--- src/hdl/pms_pkg.sv ---
// Shared constants for the loop status and miscellaneous register bank
package pms_pkg;
	localparam int ADDR_W = 13;
	localparam int DATA_W = 8;
	localparam int DAC_W = 10;
	localparam int SEL_W = 5;
	// Register offsets
	localparam logic [ADDR_W-1:0] OFS_FIXED_VALUE_B = 13'h0172;
	localparam logic [ADDR_W-1:0] OFS_LOOP_TWO_POWER = 13'h0173;
	localparam logic [ADDR_W-1:0] OFS_OSC_TUNING_A = 13'h017C;
	localparam logic [ADDR_W-1:0] OFS_OSC_TUNING_B = 13'h017D;
	localparam logic [ADDR_W-1:0] OFS_LOOP_ONE_LOCK = 13'h0182;
	localparam logic [ADDR_W-1:0] OFS_LOOP_TWO_LOCK = 13'h0183;
	localparam logic [ADDR_W-1:0] OFS_INPUT_SEL_LOS = 13'h0184;
	localparam logic [ADDR_W-1:0] OFS_DAC_LOW = 13'h0185;
	localparam logic [ADDR_W-1:0] OFS_HOLDOVER = 13'h0188;
	// Field positions
	localparam int BIT_PRESCALER_OFF = 6;
	localparam int BIT_LOOP_OFF = 5;
	localparam int BIT_LOST_FLAG = 2;
	localparam int BIT_LOCK_LIVE = 1;
	localparam int BIT_LOST_CLEAR = 0;
	localparam int BIT_SEL_C = 5;
	localparam int BIT_SEL_B = 4;
	localparam int BIT_SEL_A = 3;
	localparam int BIT_LOS_B = 1;
	localparam int BIT_LOS_A = 0;
	localparam int BIT_DAC_HIGH = 6;
	localparam int BIT_HOLDOVER = 4;
	// Writable bits of the power register; the rest are reserved
	localparam logic [DATA_W-1:0] MASK_LOOP_TWO_POWER = 8'h60;
	// Reset values
	localparam logic [DATA_W-1:0] RST_FIXED_VALUE_B = 8'h00;
	localparam logic [DATA_W-1:0] RST_LOOP_TWO_POWER = 8'h00;
	localparam logic [DATA_W-1:0] RST_OSC_TUNING = 8'h00;
	localparam logic [DAC_W-1:0] RST_DAC_VALUE = 10'h200;
	// Status pin selector code that routes loop two lock to a pin
	localparam logic [SEL_W-1:0] SEL_LOOP_TWO_LOCK = 5'h02;
	// Reference select codes
	localparam logic [1:0] REF_A = 2'h0;
	localparam logic [1:0] REF_B = 2'h1;
	localparam logic [1:0] REF_C = 2'h2;
	// Default lock counts of the two lock detectors
	localparam int LOCK_COUNT_DEFAULT = 16;
	localparam int LOCK_CNT_W = 16;
endpackage

--- src/hdl/pms_lock_monitor.sv ---
// Digital lock detector with sticky lock-lost flag for one loop
`timescale 1ns/10ps
module pms_lock_monitor #(
	parameter int LOCK_COUNT = pms_pkg::LOCK_COUNT_DEFAULT
) (
	// Clock and reset
	input wire logic clock_in,
	input wire logic reset_in,
	// Phase detector observation
	input wire logic pd_event_in,
	input wire logic in_window_in,
	input wire logic force_unlock_in,
	// Flag control and status
	input wire logic lost_clear_in,
	output logic digital_lock_detect_out,
	output logic lost_flag_out
);
	import pms_pkg::*;

	initial begin
		if (LOCK_COUNT < 1 || LOCK_COUNT >= (1 << LOCK_CNT_W)) begin
			$error("LOCK_COUNT out of range");
		end
	end

	localparam logic [LOCK_CNT_W-1:0] LOCK_TARGET = LOCK_CNT_W'(LOCK_COUNT);

	logic [LOCK_CNT_W-1:0] lock_count;
	logic [LOCK_CNT_W-1:0] next_lock_count;
	logic lock_prev;

	always_comb begin
		next_lock_count = lock_count;
		if (force_unlock_in || (pd_event_in && !in_window_in)) begin
			next_lock_count = '0;
		end else if (pd_event_in && lock_count != LOCK_TARGET) begin
			next_lock_count = lock_count + 1'b1;
		end
	end

	always_ff @(posedge clock_in) begin
		if (reset_in) begin
			lock_count <= '0;
			digital_lock_detect_out <= 1'b0;
		end else begin
			lock_count <= next_lock_count;
			digital_lock_detect_out <= (next_lock_count == LOCK_TARGET);
		end
	end

	always_ff @(posedge clock_in) begin
		if (reset_in) begin
			lock_prev <= 1'b0;
		end else begin
			lock_prev <= digital_lock_detect_out;
		end
	end

	// A held clear outranks a falling edge; with the detector already low no
	// edge follows the release, so the flag stays clear
	always_ff @(posedge clock_in) begin
		if (reset_in) begin
			lost_flag_out <= 1'b0;
		end else if (lost_clear_in) begin
			lost_flag_out <= 1'b0;
		end else if (lock_prev && !digital_lock_detect_out) begin
			lost_flag_out <= 1'b1;
		end
	end
endmodule // pms_lock_monitor

--- src/hdl/pms_status_bank.sv ---
// Loop status and miscellaneous control register bank
// Behaviour
// - Power register bit 6 set powers down the loop-two prescaler.
// - Power register bit 5 set powers down the whole second loop.
// - Loop-one lock-lost flag sets on each falling edge of its lock detect while its clear bit is 0.
// - A flag cleared while lock detect is low stays clear until a later fall.
// - Loop-one lock status bit 1 shows the live loop-one lock level.
// - Loop-one clear bit holds the flag clear; host writes 1 then 0.
// - Loop-two lock-lost flag sets on each falling edge of its lock detect while its clear bit is 0.
// - Loop-two clear bit holds the flag clear; host writes 1 then 0.
// - Loop-two live bit valid only when a status pin selector equals 2.
// - Selection bits 5,4,3 show which reference feeds loop one.
// - Bits 1,0 show loss of signal on reference inputs b and a.
// - DAC readback upper two bits in 0x184[7:6], lower eight in 0x185.
// - DAC readback is 512 after reset, changing only after loop one locks.
// - Holdover register bit 4 reads 1 while in holdover.
// - Lock counters return to zero on an edge outside the window.
`timescale 1ns/10ps
module pms_status_bank #(
	parameter int LOOP_ONE_LOCK_COUNT = pms_pkg::LOCK_COUNT_DEFAULT,
	parameter int LOOP_TWO_LOCK_COUNT = pms_pkg::LOCK_COUNT_DEFAULT
) (
	// Clock and reset
	input wire logic clock_in,
	input wire logic reset_in,
	// Register port from the serial interface
	input wire logic [pms_pkg::ADDR_W-1:0] reg_addr_in,
	input wire logic reg_write_in,
	input wire logic reg_read_in,
	input wire logic [pms_pkg::DATA_W-1:0] reg_wdata_in,
	output logic [pms_pkg::DATA_W-1:0] reg_rdata_out,
	output logic reg_rvalid_out,
	// Loop one phase detector observation
	input wire logic loop_one_pd_event_in,
	input wire logic loop_one_in_window_in,
	// Loop two phase detector observation
	input wire logic loop_two_pd_event_in,
	input wire logic loop_two_in_window_in,
	// Reference selection and signal loss
	input wire logic ref_select_valid_in,
	input wire logic [1:0] ref_select_in,
	input wire logic ref_input_a_signal_loss_in,
	input wire logic ref_input_b_signal_loss_in,
	// Holdover DAC and state
	input wire logic dac_update_in,
	input wire logic [pms_pkg::DAC_W-1:0] dac_value_in,
	input wire logic holdover_active_in,
	// Status pin selectors
	input wire logic [pms_pkg::SEL_W-1:0] status_pin_a_selector_in,
	input wire logic [pms_pkg::SEL_W-1:0] status_pin_b_selector_in,
	// Control outputs
	output logic loop_two_prescaler_off_out,
	output logic loop_two_off_out,
	output logic [pms_pkg::DATA_W-1:0] fixed_value_b_out,
	output logic [pms_pkg::DATA_W-1:0] osc_tuning_a_out,
	output logic [pms_pkg::DATA_W-1:0] osc_tuning_b_out,
	output logic osc_tuning_loaded_out,
	// Lock status outputs
	output logic loop_one_lock_live_out,
	output logic loop_two_lock_live_out,
	output logic loop_two_lock_valid_out
);
	import pms_pkg::*;

	// Writable storage
	logic [DATA_W-1:0] fixed_value_b;
	logic [DATA_W-1:0] loop_two_power;
	logic [DATA_W-1:0] osc_tuning_a;
	logic [DATA_W-1:0] osc_tuning_b;
	logic loop_one_lock_lost_clear;
	logic loop_two_lock_lost_clear;
	logic tuning_a_written;
	logic tuning_b_written;

	// Status state
	logic loop_one_lock_live;
	logic loop_two_lock_live;
	logic loop_one_lock_lost_flag;
	logic loop_two_lock_lost_flag;
	logic [2:0] ref_selected;
	logic [1:0] ref_signal_loss;
	logic [DAC_W-1:0] holdover_dac_readback;
	logic loop_one_locked_once;
	logic holdover_active;

	logic [DATA_W-1:0] next_rdata;
	logic wr_power;

	assign wr_power = reg_write_in && reg_addr_in == OFS_LOOP_TWO_POWER;

	// Control registers; reserved bits of the power register never store
	always_ff @(posedge clock_in) begin
		if (reset_in) begin
			fixed_value_b <= RST_FIXED_VALUE_B;
			loop_two_power <= RST_LOOP_TWO_POWER;
		end else if (reg_write_in) begin
			if (reg_addr_in == OFS_FIXED_VALUE_B) begin
				fixed_value_b <= reg_wdata_in;
			end
			if (wr_power) begin
				loop_two_power <= reg_wdata_in & MASK_LOOP_TWO_POWER;
			end
		end
	end

	always_ff @(posedge clock_in) begin
		if (reset_in) begin
			osc_tuning_a <= RST_OSC_TUNING;
			osc_tuning_b <= RST_OSC_TUNING;
			tuning_a_written <= 1'b0;
			tuning_b_written <= 1'b0;
		end else if (reg_write_in) begin
			if (reg_addr_in == OFS_OSC_TUNING_A) begin
				osc_tuning_a <= reg_wdata_in;
				tuning_a_written <= 1'b1;
			end
			if (reg_addr_in == OFS_OSC_TUNING_B) begin
				osc_tuning_b <= reg_wdata_in;
				tuning_b_written <= 1'b1;
			end
		end
	end

	// Only the clear bits of the lock status registers are writable
	always_ff @(posedge clock_in) begin
		if (reset_in) begin
			loop_one_lock_lost_clear <= 1'b0;
			loop_two_lock_lost_clear <= 1'b0;
		end else if (reg_write_in) begin
			if (reg_addr_in == OFS_LOOP_ONE_LOCK) begin
				loop_one_lock_lost_clear <= reg_wdata_in[BIT_LOST_CLEAR];
			end
			if (reg_addr_in == OFS_LOOP_TWO_LOCK) begin
				loop_two_lock_lost_clear <= reg_wdata_in[BIT_LOST_CLEAR];
			end
		end
	end

	assign loop_two_prescaler_off_out = loop_two_power[BIT_PRESCALER_OFF];
	assign loop_two_off_out = loop_two_power[BIT_LOOP_OFF];
	assign fixed_value_b_out = fixed_value_b;
	assign osc_tuning_a_out = osc_tuning_a;
	assign osc_tuning_b_out = osc_tuning_b;
	// Lets the calibration sequencer see both tuning words are in place
	assign osc_tuning_loaded_out = tuning_a_written && tuning_b_written;

	// Lock detectors; a powered-down second loop loses lock on the clock edge after its power bit sets
	pms_lock_monitor #(
		.LOCK_COUNT(LOOP_ONE_LOCK_COUNT)
	) u_loop_one (
		.clock_in(clock_in),
		.reset_in(reset_in),
		.pd_event_in(loop_one_pd_event_in),
		.in_window_in(loop_one_in_window_in),
		.force_unlock_in(1'b0),
		.lost_clear_in(loop_one_lock_lost_clear),
		.digital_lock_detect_out(loop_one_lock_live),
		.lost_flag_out(loop_one_lock_lost_flag)
	);

	pms_lock_monitor #(
		.LOCK_COUNT(LOOP_TWO_LOCK_COUNT)
	) u_loop_two (
		.clock_in(clock_in),
		.reset_in(reset_in),
		.pd_event_in(loop_two_pd_event_in),
		.in_window_in(loop_two_in_window_in),
		.force_unlock_in(loop_two_power[BIT_LOOP_OFF]),
		.lost_clear_in(loop_two_lock_lost_clear),
		.digital_lock_detect_out(loop_two_lock_live),
		.lost_flag_out(loop_two_lock_lost_flag)
	);

	assign loop_one_lock_live_out = loop_one_lock_live;
	assign loop_two_lock_live_out = loop_two_lock_live;
	// Loop two live level always reaches readback; the valid output is set when a pin selects it
	assign loop_two_lock_valid_out = status_pin_a_selector_in == SEL_LOOP_TWO_LOCK
		|| status_pin_b_selector_in == SEL_LOOP_TWO_LOCK;

	// Reference selection as one-hot; code 3 or no valid selection shows none
	always_ff @(posedge clock_in) begin
		if (reset_in) begin
			ref_selected <= 3'h0;
		end else if (!ref_select_valid_in) begin
			ref_selected <= 3'h0;
		end else begin
			case (ref_select_in)
				REF_A: ref_selected <= 3'h1;
				REF_B: ref_selected <= 3'h2;
				REF_C: ref_selected <= 3'h4;
				default: ref_selected <= 3'h0;
			endcase
		end
	end

	always_ff @(posedge clock_in) begin
		if (reset_in) begin
			ref_signal_loss <= 2'h0;
			holdover_active <= 1'b0;
		end else begin
			ref_signal_loss <= {ref_input_b_signal_loss_in, ref_input_a_signal_loss_in};
			holdover_active <= holdover_active_in;
		end
	end

	// DAC readback holds its reset value until loop one has locked once
	always_ff @(posedge clock_in) begin
		if (reset_in) begin
			loop_one_locked_once <= 1'b0;
		end else if (loop_one_lock_live) begin
			loop_one_locked_once <= 1'b1;
		end
	end

	always_ff @(posedge clock_in) begin
		if (reset_in) begin
			holdover_dac_readback <= RST_DAC_VALUE;
		end else if (dac_update_in && loop_one_locked_once) begin
			holdover_dac_readback <= dac_value_in;
		end
	end

	// Read mux; unmapped offsets and reserved bits return zero
	always_comb begin
		next_rdata = '0;
		case (reg_addr_in)
			OFS_FIXED_VALUE_B: next_rdata = fixed_value_b;
			OFS_LOOP_TWO_POWER: next_rdata = loop_two_power;
			OFS_OSC_TUNING_A: next_rdata = osc_tuning_a;
			OFS_OSC_TUNING_B: next_rdata = osc_tuning_b;
			OFS_LOOP_ONE_LOCK: begin
				next_rdata[BIT_LOST_FLAG] = loop_one_lock_lost_flag;
				next_rdata[BIT_LOCK_LIVE] = loop_one_lock_live;
				next_rdata[BIT_LOST_CLEAR] = loop_one_lock_lost_clear;
			end
			OFS_LOOP_TWO_LOCK: begin
				next_rdata[BIT_LOST_FLAG] = loop_two_lock_lost_flag;
				next_rdata[BIT_LOCK_LIVE] = loop_two_lock_live;
				next_rdata[BIT_LOST_CLEAR] = loop_two_lock_lost_clear;
			end
			OFS_INPUT_SEL_LOS: begin
				next_rdata[DATA_W-1:BIT_DAC_HIGH] = holdover_dac_readback[DAC_W-1:DATA_W];
				next_rdata[BIT_SEL_C] = ref_selected[2];
				next_rdata[BIT_SEL_B] = ref_selected[1];
				next_rdata[BIT_SEL_A] = ref_selected[0];
				next_rdata[BIT_LOS_B] = ref_signal_loss[1];
				next_rdata[BIT_LOS_A] = ref_signal_loss[0];
			end
			OFS_DAC_LOW: next_rdata = holdover_dac_readback[DATA_W-1:0];
			OFS_HOLDOVER: next_rdata[BIT_HOLDOVER] = holdover_active;
			default: next_rdata = '0;
		endcase
	end

	always_ff @(posedge clock_in) begin
		if (reset_in) begin
			reg_rdata_out <= '0;
			reg_rvalid_out <= 1'b0;
		end else begin
			reg_rvalid_out <= reg_read_in;
			if (reg_read_in) begin
				reg_rdata_out <= next_rdata;
			end
		end
	end
endmodule // pms_status_bank

--- config.mk ---
export PLATFORM = sky130hd
export DESIGN_NAME = pms_status_bank
export DESIGN_NICKNAME = d
export VERILOG_FILES = /design/src/hdl/pms_pkg.sv /design/src/hdl/pms_lock_monitor.sv /design/src/hdl/pms_status_bank.sv
export SDC_FILE = /design/constraint.sdc
export NUM_CORES = 1
export LEC_CHECK = 0
export BUFFER_PORTS_ARGS = -buffer_cell sky130_fd_sc_hd__buf_4
export CORE_MARGIN = 4
export CORE_UTILIZATION = 35
export CTS_CLUSTER_SIZE = 12
export DETAILED_ROUTE_END_ITERATION = 8
export HOLD_SLACK_MARGIN = 0.15
export PLACE_DENSITY = 0.64
export RECOVER_POWER = 100
export SYNTH_ARGS = -nofsm -noshare
export SYNTH_HDL_FRONTEND = slang
export SYNTH_HIERARCHICAL = 1
export SYNTH_SLANG_ARGS = --single-unit
--- constraint.sdc ---
create_clock -name clock_in -period 1.85 [get_ports clock_in]
set_input_delay 0.37 -clock clock_in [delete_from_list [all_inputs] [get_ports clock_in]]
set_output_delay 0.37 -clock clock_in [all_outputs]
set_load 0.005 [all_outputs]
==> results of run 1 <==
[per-stage QoR]
stage	setup slack [ns]	setup TNS, ns	utilization (%)
after detailed placement	-0.409	-9.62	48.8
final	-0.160	-0.167	53.6
after global placement	-0.392	-8.42	48.8
after floorplan	-0.134	-1.41	-
after global routing	-0.275	-0.819	53.6
after CTS	-0.198	-0.206	52.4
[path summary, 6_finish.rpt]
| kind | from | to | slack, ns | depth (start not counted) |
|---|---|---|---|---|
| worst max-delay path | u_loop_two/lock_count[5] | u_loop_two/digital_lock_detect_out | -0.16 | 7 |
| worst min-delay path | ref_select_in[1] | ref_selected[1] | 0.19 | 2 |
| worst max register to register | u_loop_two/lock_count[5] | u_loop_two/digital_lock_detect_out | -0.16 | 7 |
| worst min register to register | loop_two_lock_lost_clear | u_loop_two/lost_flag_out | 0.46 | 1 |
[layer usage]
metal  wire (µm)  part of all wire (%)  vias to the layer above  track usage, %
met5           0                     0                        -               0
met4         225                   1.6                        0            6.58
met3         711                   5.0                       17            2.90
met2        6860                    49                      127            30.8
met1        6320                    45                     2270            24.7
li1            -                     -                     2369               -
[registers in the layout, indices dropped and copies added, names as in the netlist, 2 cells and up]
| signal | cells |
|---|---|
| osc_tuning_b_out | 8 |
| u_loop_one/lock_count | 16 |
| ref_signal_loss | 2 |
| u_loop_two/lock_count | 16 |
| holdover_dac_readback | 10 |
| loop_two_power | 2 |
| ref_selected | 3 |
| osc_tuning_a_out | 8 |
| reg_rdata_out | 8 |
| fixed_value_b_out | 8 |
[layout make-up]
type | instances | area (µm²)
inverters | 17 | 68.8
multi-input cells | 420 | 2760
fillers | 1209 | 5900
repair buffers | 213 | 1590
clock buffers | 11 | 233
well taps | 172 | 215
flip-flops and latches | 94 | 1890
clock inverters | 5 | 67.6
[kinds of logic after synthesis]
family / synth area share [%]
other cells: 0.0818
buf+inv: 4.23
mux: 2.70
simple gates: 30.8
flops: 41.1
compound gates: 14.4
xor+xnor: 5.54
fa+ha+maj: 1.09
[cells in the final DEF (no fill, tap or decap), types with 5 or more instances in the layout]
master / synthesis / final
and3_1: 8 / 5
nor2_1: 53 / 52
inv_1: 16 / 12
a211oi_1: 7 / 6
nand4_1: 9 / 9
nand2b_1: 8 / 8
nor4_1: 11 / 6
buf_4: 3 / 167
buf_6: 1 / 5
mux2i_1: 9 / 9
nand2_1: 96 / 95
nor2b_1: 8 / 8
nor3_1: 16 / 12
dfxtp_2: 0 / 8
dfxtp_1: 94 / 86
xor2_1: 13 / 13
xnor2_1: 16 / 16
conb_1: 1 / 7
a222oi_1: 7 / 7
a21oi_1: 46 / 43
a22oi_1: 5 / 5
nand3_1: 17 / 14
a311oi_1: 6 / 6
clkbuf_1: 19 / 10
o21ai_0: 5 / 5
clkbuf_4: 0 / 32
clkbuf_16: 0 / 9
[worst max-delay path, stage by stage (launching register included)]
cell and delay (ns):
dfxtp_2 0.34, buf_4 0.15, nand4_1 0.18, nor2_2 0.08
or3_1 0.36, a2111oi_4 0.35, nand3_2 0.13, a2111oi_4 0.31
[power breakdown]
group          switching (W)  leakage, nW  total, W  internal, W
sequential        0.00000971        0.763   0.00205      0.00204
combinational       0.000176         1.82  0.000370     0.000195
clock               0.000830        0.146   0.00190      0.00107
total                0.00102         2.73   0.00432      0.00330
[timing repair]
item	CTS	global route
gates resized for setup	23	32
pin swaps	10	9
buffers inserted	5	7
setup endpoints to repair	2	24
==> summary.md, run 1 <==
| Metric | Value |
|---|---|
| Outcome | complete, but fails checks |
| Synth top area share | 41.1% |
| Remaining DRCs | 0 |
| Area growth syn-to-layout | 48.9% |
| Clock transition at path regs | 0.07 ns |
| DRT Pass-1 Iters | 6 |
| Top_reg_cell synth | dfxtp_1 |
| Port Buf Inserts | 94 |
| Synth Cell Area | 0.00458 mm² |
| Final wirelength | 14.1 mm |
| Total CTS buffers | 9 |
| Die H | 122 µm |
| RSZ-0062 raised after global routing | true |
| Largest net degree at the start of global routing | 45 |
| Initial drt markers | 326 |
| Main area contributors after synthesis | dfxtp_1 (41%), nand2_1 (7.9%), a21oi_1 (5.0%), nor2_1 (4.3%), xnor2_1 (3.1%) |
| Congestion Overflow GR | 0 |
| Initial antenna violation count | 0 |
| Total number of vias | 4783 |
| Critical path class | register to register |
| I/O pins | 95 |
| Worst hold slack | 0.192 ns |
| Design Area, Final | 0.00683 mm² |
| Number of flops mapped to enable cells by yosys | 0 |
| Failing checks | negative setup slack |
| Hold_buf cts | 0 |
| Gr usage total | 18.7% |
| Tmin final | 2.01 ns |
| Peak Freq | 0.497 GHz |
| Post-DP HPWL | 10.6 mm |
| CP endpoint kind | register |
| Core area | 0.0127 mm² |
| CTS tree | done |
| Synth async-reset ratio | 0% |
| Slew HR | 41.0% |
| Antenna-violating nets left | 0 |
| YS warnings | 6 |
| Max-slew violation count | 0 |
| Global-route wire length before repair | 22.5 mm |
| Crit path required time | 2.09 ns |
| H-tree depth | 3 |
| CP max FO | 4 |
| Per-cell routed wire length | 15.1 µm |
| Initial Util | 36.0% |
| Mean number of vias per cell | 5.13 |
| Rows | 41 |
| Peak supply drop | 0.000426 V |
| CP startpoint kind | register |
| Syn avg cell area | 8.29 µm² |
| Placed cell count | 904 |
| Most frequent cell after synthesis | nand2_1 |
| Final Hold Viols | 0 |
| Fin worst setup slack | -0.160 ns |
| LEAKAGE | 2.73 nW |
| Data arrival, critical path | 2.25 ns |
| Largest area contributor in the netlist | dfxtp_1 |
| MaxCap Viol Count | 0 |
| Die outline width | 122 µm |
| Sequential area share after synthesis | 41.1% |
| Synth top cells by count | nand2_1 (96), dfxtp_1 (94), nor2_1 (53), a21oi_1 (46), clkbuf_1 (19) |
| Setup violators final | 2 |
| Tcrit/Tclk final | 109% |
| Vias in the first global route | 4631 |
| Design Power | 0.00432 W |
| Worst-Margin Slew | 0.886 ns |
| Die ar. | 0.0150 mm² |
| Post-Layout Cell Count | 932 |
| Clock latency on the worst-skew pair | 0.35 ns |
| Antenna cells | 0 |
| Power Dens Cells | 633 mW/mm² |
| Nets | 815 |
| CTS max path bufs | 2 |
| Synth unique cells | 63 |
| Routability cong. | 0.888 |
| Clock sink count | 94 |
| Share of cells above drive strength 1 | 36.8% |
| Post-route clock skew | 0.00657 ns |
| Cells after Synth | 553 |
| Root Driver | clkbuf_16 |
| Placement Cell Area | 0.00621 mm² |
| Hold Path Class | primary input to register |
| Flops & latches, synth | 94 |
Note: power is estimated with default switching activity, not from simulation.
==> inputs of run 2 (changes only) <==
--- a/config.mk
+++ b/config.mk
@@ -5,13 +5,14 @@
 export SDC_FILE = /design/constraint.sdc
 export NUM_CORES = 1
 export LEC_CHECK = 0
+export ABC_AREA = 1
 export BUFFER_PORTS_ARGS = -buffer_cell sky130_fd_sc_hd__buf_4
 export CORE_MARGIN = 4
 export CORE_UTILIZATION = 35
 export CTS_CLUSTER_SIZE = 12
 export DETAILED_ROUTE_END_ITERATION = 8
 export HOLD_SLACK_MARGIN = 0.15
-export PLACE_DENSITY = 0.64
+export PLACE_DENSITY = 0.63
 export RECOVER_POWER = 100
 export SYNTH_ARGS = -nofsm -noshare
 export SYNTH_HDL_FRONTEND = slang
==> run 2 against run 1 <==
  * The run now ends clean
  * Cell area is 3.1% lower
  * Combinational power is 25% higher
  * Synthesized cell count rose by 44%
  * Routed wire length is 3.9% higher
  * Sequential power hardly changed
  * Clock power down 6%
  * Total power grew 0.23%
  * First-iteration DRC count grew 49%
  * Final cell count is 17% higher
  * Critical path depth up 8
  * Fmax up 15%
  * Die area is 16% higher
  * Highest routed layer unchanged
==> summary.md, run 2 <==
| Metric | Value |
|---|---|
| Outcome | complete, no violations |
| Combinational share of power | 10.7% |
| Die H | 132 µm |
| Post-Syn Nets | 854 |
| Met2 Use GR | 24.8% |
| Area of the multi-input gates | 0.00302 mm² |
| Hold_buf cts | 0 |
| Reg-to-reg slack, setup | 0.10 ns |
| Routability cong. | 0.889 |
| P_int | 0.00318 W |
| Peak supply drop | 0.000499 V |
| Syn avg cell area | 6.74 µm² |
| GRT Max-Usage Layer | met2 |
| Tmin final | 1.75 ns |
| Post-route clock skew | 0.0103 ns |
| Filler Cells Inserted | 1536 |
| Remaining DRCs | 0 |
| Congestion Overflow GR | 0 |
| Post-DP HPWL | 10.8 mm |
| Register Area | 0.00189 mm² |
| Total negative slack | 0 ns |
| Critical path class | register to register |
| Per-cell routed wire length | 13.5 µm |
| Hold EP | ref_selected[0] |
| Synth async-reset ratio | 0% |
| Die ar. | 0.0173 mm² |
| Core area | 0.0148 mm² |
| Main area contributors after synthesis | dfxtp_1 (35%), nand2_1 (14%), nor2_1 (8.8%), nand3_1 (5.9%), inv_1 (5.4%) |
| Most common cell after layout, fill and taps aside | nand2_1 |
| Slew HR | 26.1% |
| CTS max path bufs | 2 |
| MaxCap Viol Count | 0 |
| R2R Path Start | u_loop_one/lock_count[0] |
| Met1 Track Usage GR | 22.6% |
| RR Endpoint | u_loop_one/digital_lock_detect_out |
| Tcrit/Tclk final | 94.5% |
| YS warnings | 6 |
| Vias in the first global route | 4646 |
| I/O pins | 95 |
| Hold Path Depth | 2 |
| CP max FO | 8 |
| Nets | 958 |
| Number of flops mapped to enable cells by yosys | 0 |
| Initial Util | 36.2% |
| Hold Path Class | primary input to register |
| Peak Freq | 0.572 GHz |
| H-tree depth | 3 |
| Cells after Synth | 794 |
| Most frequent cell after synthesis | nand2_1 |
| Share of cells above drive strength 1 | 25.7% |
| Synth unique cells | 43 |
| CTS tree | done |
| Commonest non-fill, non-tap cells in the layout | nand2_1 (193), nor2_1 (121), dfxtp_1 (87) |
| Fin worst setup slack | 0.101 ns |
| Final wirelength | 14.7 mm |
| Crit path required time | 2.14 ns |
| Cells on worst reg2reg path | 15 |
| Die outline width | 132 µm |
| P_sw | 0.00115 W |
| Clk pwr share | 41.3% |
| Antenna-violating nets left | 0 |
| Final Hold Viols | 0 |
| Worst Hold Launch | ref_select_in[0] |
| Met3 GRT Util | 3.78% |
| Initial drt markers | 486 |
| Gr usage total | 16.1% |
| Synth top cells by count | nand2_1 (199), nor2_1 (125), dfxtp_1 (94), inv_1 (77), nand3_1 (63) |
| Global-route wire length before repair | 23.2 mm |
| Power Dens Cells | 655 mW/mm² |
| Flops & latches, synth | 94 |
| Top flop regs | u_loop_one/lock_count: 16 flops, u_loop_two/lock_count: 16 flops, holdover_dac_readback: 10 flops |
| CP endpoint kind | register |
| Data arrival, critical path | 2.04 ns |
| Max-slew violation count | 0 |
| Switching share of power | 26.6% |
| Clock sink count | 94 |
| Sequential area share after synthesis | 35.2% |
| DRT Pass-1 Iters | 6 |
| Top_reg_cell synth | dfxtp_1 |
| CP startpoint kind | register |
| Post-Place Setup Slack | 0.0647 ns |
| Area growth syn-to-layout | 23.7% |
| Largest area contributor in the netlist | dfxtp_1 |
| Initial antenna violation count | 0 |
| Worst-Margin Slew | 1.11 ns |
| Antenna cells | 0 |
| Setup violators final | 0 |
| Synth Cell Area | 0.00535 mm² |
| Synth top area share | 35.2% |
| Total number of vias | 5231 |
| LEAKAGE | 2.81 nW |
| Clock latency on the worst-skew pair | 0.35 ns |
| Total CTS buffers | 9 |
| Port Buf Inserts | 94 |
| Rows | 44 |
| Root Driver | clkbuf_16 |
| Largest net degree at the start of global routing | 33 |
| Power share of the sequential group | 48.0% |
| Clock transition at path regs | 0.07 ns |
| Mean number of vias per cell | 4.81 |
| RSZ-0062 raised after global routing | true |
==> run 2: changes by cell type in the layout (fill, tap and decap cells not counted), moves of 28 or more <==
cell	delta
nor2_1	+69
nand3_1	+47
inv_1	+62
nand2_1	+98
buf_4	-97
o21ai_0	+28
==> run 2: how the worst max path moves through the flow <==
stage	from	end	slack [ns]
after floorplan	u_loop_two/lock_count[0]	u_loop_two/digital_lock_detect_out	0.19
after global placement	u_loop_one/lock_count[0]	u_loop_one/digital_lock_detect_out	0.09
after detailed placement	u_loop_one/lock_count[0]	u_loop_one/digital_lock_detect_out	0.06
after CTS	u_loop_one/lock_count[0]	u_loop_one/digital_lock_detect_out	0.05
after global routing	u_loop_one/lock_count[1]	u_loop_one/digital_lock_detect_out	-0.03
final	u_loop_one/lock_count[0]	u_loop_one/digital_lock_detect_out	0.10
==> run 2: stage by stage <==
step	cells	power [W]	instance area [µm²]	hold slack (ns)	util [%]
after floorplan	794	0.00237	5350	0.424	-
after global placement	1056	0.00255	6180	0.440	41.9
after detailed placement	1056	0.00255	6180	0.443	41.9
after CTS	1072	0.00434	6460	0.174	43.8
after global routing	1087	0.00452	6610	0.175	44.8
final	1087	0.00433	6610	0.186	44.8
==> run 2: power groups by stage <==
stage | Combinational, W | Sequential [W] | Clock [W]
global placement | 0.000427 | 0.00212 | 0
finish | 0.000462 | 0.00208 | 0.00179
detailed placement | 0.000429 | 0.00212 | 0
floorplan | 0.000258 | 0.00212 | 0
global route | 0.000510 | 0.00208 | 0.00192
CTS | 0.000431 | 0.00208 | 0.00183
==> run 2: logic make-up (layout without fill, tap and decap cells) <==
kind of cell,after synthesis,count (layout),share of synthesized area [%]
DFF,94,94,35.2
adders and majority gates,4,4,0.936
AOI/OAI and AO/OA,92,92,9.78
other,1,1,0.0701
xor gates and xnor gates,9,9,1.47
and+or+nand+nor,479,484,42.5
buffers and inverters,115,219,10.0
==> run 2: final cells by class <==
class | instances | share of cell area [%]
multi-input cells | 590 | 45.7
flip-flops and latches | 94 | 28.6
repair buffers | 114 | 12.7
inverters | 89 | 5.22
well taps | 184 | 3.48
clock buffers | 9 | 3.41
clock inverters | 7 | 0.832
==> run 2: worst max-delay path: stages (launching register included) <==
cell and delay (ns):
dfxtp_4 0.36, inv_4 0.06, ha_4 0.12, nand2_2 0.04, inv_2 0.05, nand2_2 0.05, nor2_4 0.19, nand2_8 0.12
nand2_8 0.12, buf_4 0.11, nand2_1 0.04, nand3_1 0.08, nand2_1 0.05, nor2_1 0.11, nand3_1 0.10, nor2_1 0.08
==> run 2: what timing repair did <==
action	in CTS	in global routing
setup buffers	0	10
resized for setup	0	38
endpoints found under the setup margin	0	2
==> run 2: metal layers <==
metal  vias to the layer above  wire [µm]
met3                        12        797
met1                      2339       6990
met2                       148       6640
met5                         -          0
li1                       2732          -
met4                         0        252
==> inputs of run 3 (changes only) <==
--- a/config.mk
+++ b/config.mk
@@ -7,6 +7,7 @@
 export LEC_CHECK = 0
 export ABC_AREA = 1
 export BUFFER_PORTS_ARGS = -buffer_cell sky130_fd_sc_hd__buf_4
+export CORE_ASPECT_RATIO = 0.6
 export CORE_MARGIN = 4
 export CORE_UTILIZATION = 35
 export CTS_CLUSTER_SIZE = 12
==> run 3 against run 2 <==
  * Utilization up 1.1 points
  * Clock skew shrank 0.0018 ns
  * Register-to-register slack worse by 0.03 ns
  * Largest power group unchanged
  * Worst setup slack worse by 0.033 ns
  * Clock power rose by 5%
==> summary.md, run 3 (synthesis results as in run 2) <==
| Metric | Value |
|---|---|
| Routability cong. | 0.903 |
| Per-cell routed wire length | 14.2 µm |
| Mean number of vias per cell | 4.82 |
| Clock transition at path regs | 0.07 ns |
| Commonest non-fill, non-tap cells in the layout | nand2_1 (193), nor2_1 (122), dfxtp_1 (87) |
| Hold Path Depth | 2 |
| H-tree depth | 3 |
| Initial antenna violation count | 0 |
| Worst Hold Launch | ref_select_in[0] |
| Core area | 0.0147 mm² |
| Slew HR | 44.1% |
| Die ar. | 0.0174 mm² |
| Clock latency on the worst-skew pair | 0.34 ns |
| Die H | 104 µm |
| R2R Path Start | u_loop_one/lock_count[3] |
| Clock sink count | 94 |
| Peak Freq | 0.561 GHz |
| CP max FO | 6 |
| Outcome | complete, no violations |
| Critical path class | register to register |
| Total number of vias | 5335 |
| Largest net degree at the start of global routing | 33 |
| Post-route clock skew | 0.00853 ns |
| Global-route wire length before repair | 24.3 mm |
| I/O pins | 95 |
| Congestion Overflow GR | 0 |
| Hold Path Class | primary input to register |
| Initial drt markers | 419 |
| Design Power | 0.00446 W |
| Final Hold Viols | 0 |
| Worst-Margin Slew | 0.838 ns |
| Antenna cells | 0 |
| Reg-to-reg slack, setup | 0.07 ns |
| Total CTS buffers | 9 |
| Top flop regs | u_loop_one/lock_count: 16 flops, u_loop_two/lock_count: 16 flops, holdover_dac_readback: 10 flops |
| Worst hold slack | 0.210 ns |
| Crit path required time | 2.12 ns |
| Tcrit/Tclk final | 96.3% |
| Total negative slack | 0 ns |
| CP endpoint kind | register |
| Hold_buf cts | 0 |
| Initial Util | 36.3% |
| Post-Layout Cell Count | 1106 |
| Remaining DRCs | 0 |
| Antenna-violating nets left | 0 |
| Placed cell count | 1078 |
| CTS tree | done |
| LEAKAGE | 2.87 nW |
| Filler Cells Inserted | 1527 |
| Die outline width | 168 µm |
| Share of cells above drive strength 1 | 25.7% |
| Port Buf Inserts | 94 |
| DRT Pass-1 Iters | 5 |
| Nets | 964 |
| MaxCap Viol Count | 0 |
| Cells on worst reg2reg path | 12 |
| Power Dens Cells | 659 mW/mm² |
| Most common cell after layout, fill and taps aside | nand2_1 |
| CTS max path bufs | 2 |
| RR Endpoint | u_loop_one/digital_lock_detect_out |
| Max-slew violation count | 0 |
| Peak supply drop | 0.000430 V |
| Root Driver | clkbuf_16 |
| Gr usage total | 16.9% |
| Vias in the first global route | 4458 |
| Final wirelength | 15.8 mm |
| Post-DP HPWL | 11.9 mm |
| CP startpoint kind | register |
| Hold EP | ref_selected[0] |
| Tmin final | 1.78 ns |
| Data arrival, critical path | 2.06 ns |
| Setup violators final | 0 |
| Area growth syn-to-layout | 26.5% |
| Rows | 34 |
[run 3: critical path, cell delays in order (launching register included)]
cell     delay, ns
dfxtp_1       0.37
inv_1         0.14
nand2_1       0.08
nor2_2        0.27
nand2_8       0.14
nand2_8       0.13
buf_12        0.11
nor2_4        0.03
nor2_1        0.11
nor2_1        0.07
nor2_2        0.13
nand2_1       0.07
nor2_1        0.09
[run 3: power by group]
| part | switching, W | total [W] | internal [W] |
|---|---|---|---|
| Sequential | 0.0000257 | 0.00208 | 0.00205 |
| Clock | 0.000824 | 0.00188 | 0.00105 |
| Combinational | 0.000288 | 0.000505 | 0.000216 |
| Total | 0.00114 | 0.00446 | 0.00332 |
[run 3: metrics by stage]
step / utilization [%] / area, µm² / worst slack (ns)
floorplan: - / 5350 / 0.190
global placement: 42.6 / 6270 / 0.0119
detailed placement: 42.6 / 6270 / -0.0217
CTS: 44.6 / 6570 / 0.00168
global route: 46.0 / 6770 / -0.0575
finish: 46.0 / 6770 / 0.0677
[run 3: final cells by class]
class | count | area [µm²] | area share [%]
clock inverters | 6 | 72.6 | 1.07
well taps | 198 | 248 | 3.66
inverters | 89 | 350 | 5.18
repair buffers | 122 | 947 | 14.0
clock buffers | 9 | 225 | 3.33
flip-flops and latches | 94 | 1900 | 28.0
multi-input cells | 588 | 3030 | 44.7
[run 3: worst max-delay path by stage]
stage	start	to	slack [ns]	depth (start not counted)
6_report	u_loop_one/lock_count[3]	u_loop_one/digital_lock_detect_out	0.07	12
5_1_grt	u_loop_one/lock_count[3]	u_loop_one/digital_lock_detect_out	-0.06	13
4_1_cts	u_loop_one/lock_count[0]	u_loop_one/digital_lock_detect_out	0.002	15
3_5_place_dp	u_loop_one/lock_count[0]	u_loop_one/digital_lock_detect_out	-0.02	15
3_3_place_gp	u_loop_one/lock_count[0]	u_loop_one/digital_lock_detect_out	0.01	15
2_1_floorplan	u_loop_two/lock_count[0]	u_loop_two/digital_lock_detect_out	0.19	15
[run 3: timing repair]
item,CTS,global route
gates cloned,0,3
pin swaps,0,16
setup buffers,0,10
endpoints found under the setup margin,1,2
resized for setup,1,44
[run 3: routing by layer]
| metal | global-route usage [%] | vias to the layer above | wire length (µm) |
|---|---|---|---|
| li1 | - | 2738 | - |
| met1 | 28.8 | 2388 | 8320 |
| met2 | 20.3 | 203 | 5740 |
| met3 | 4.34 | 6 | 1650 |
| met4 | 2.66 | 0 | 50 |
| met5 | 0 | - | 0 |
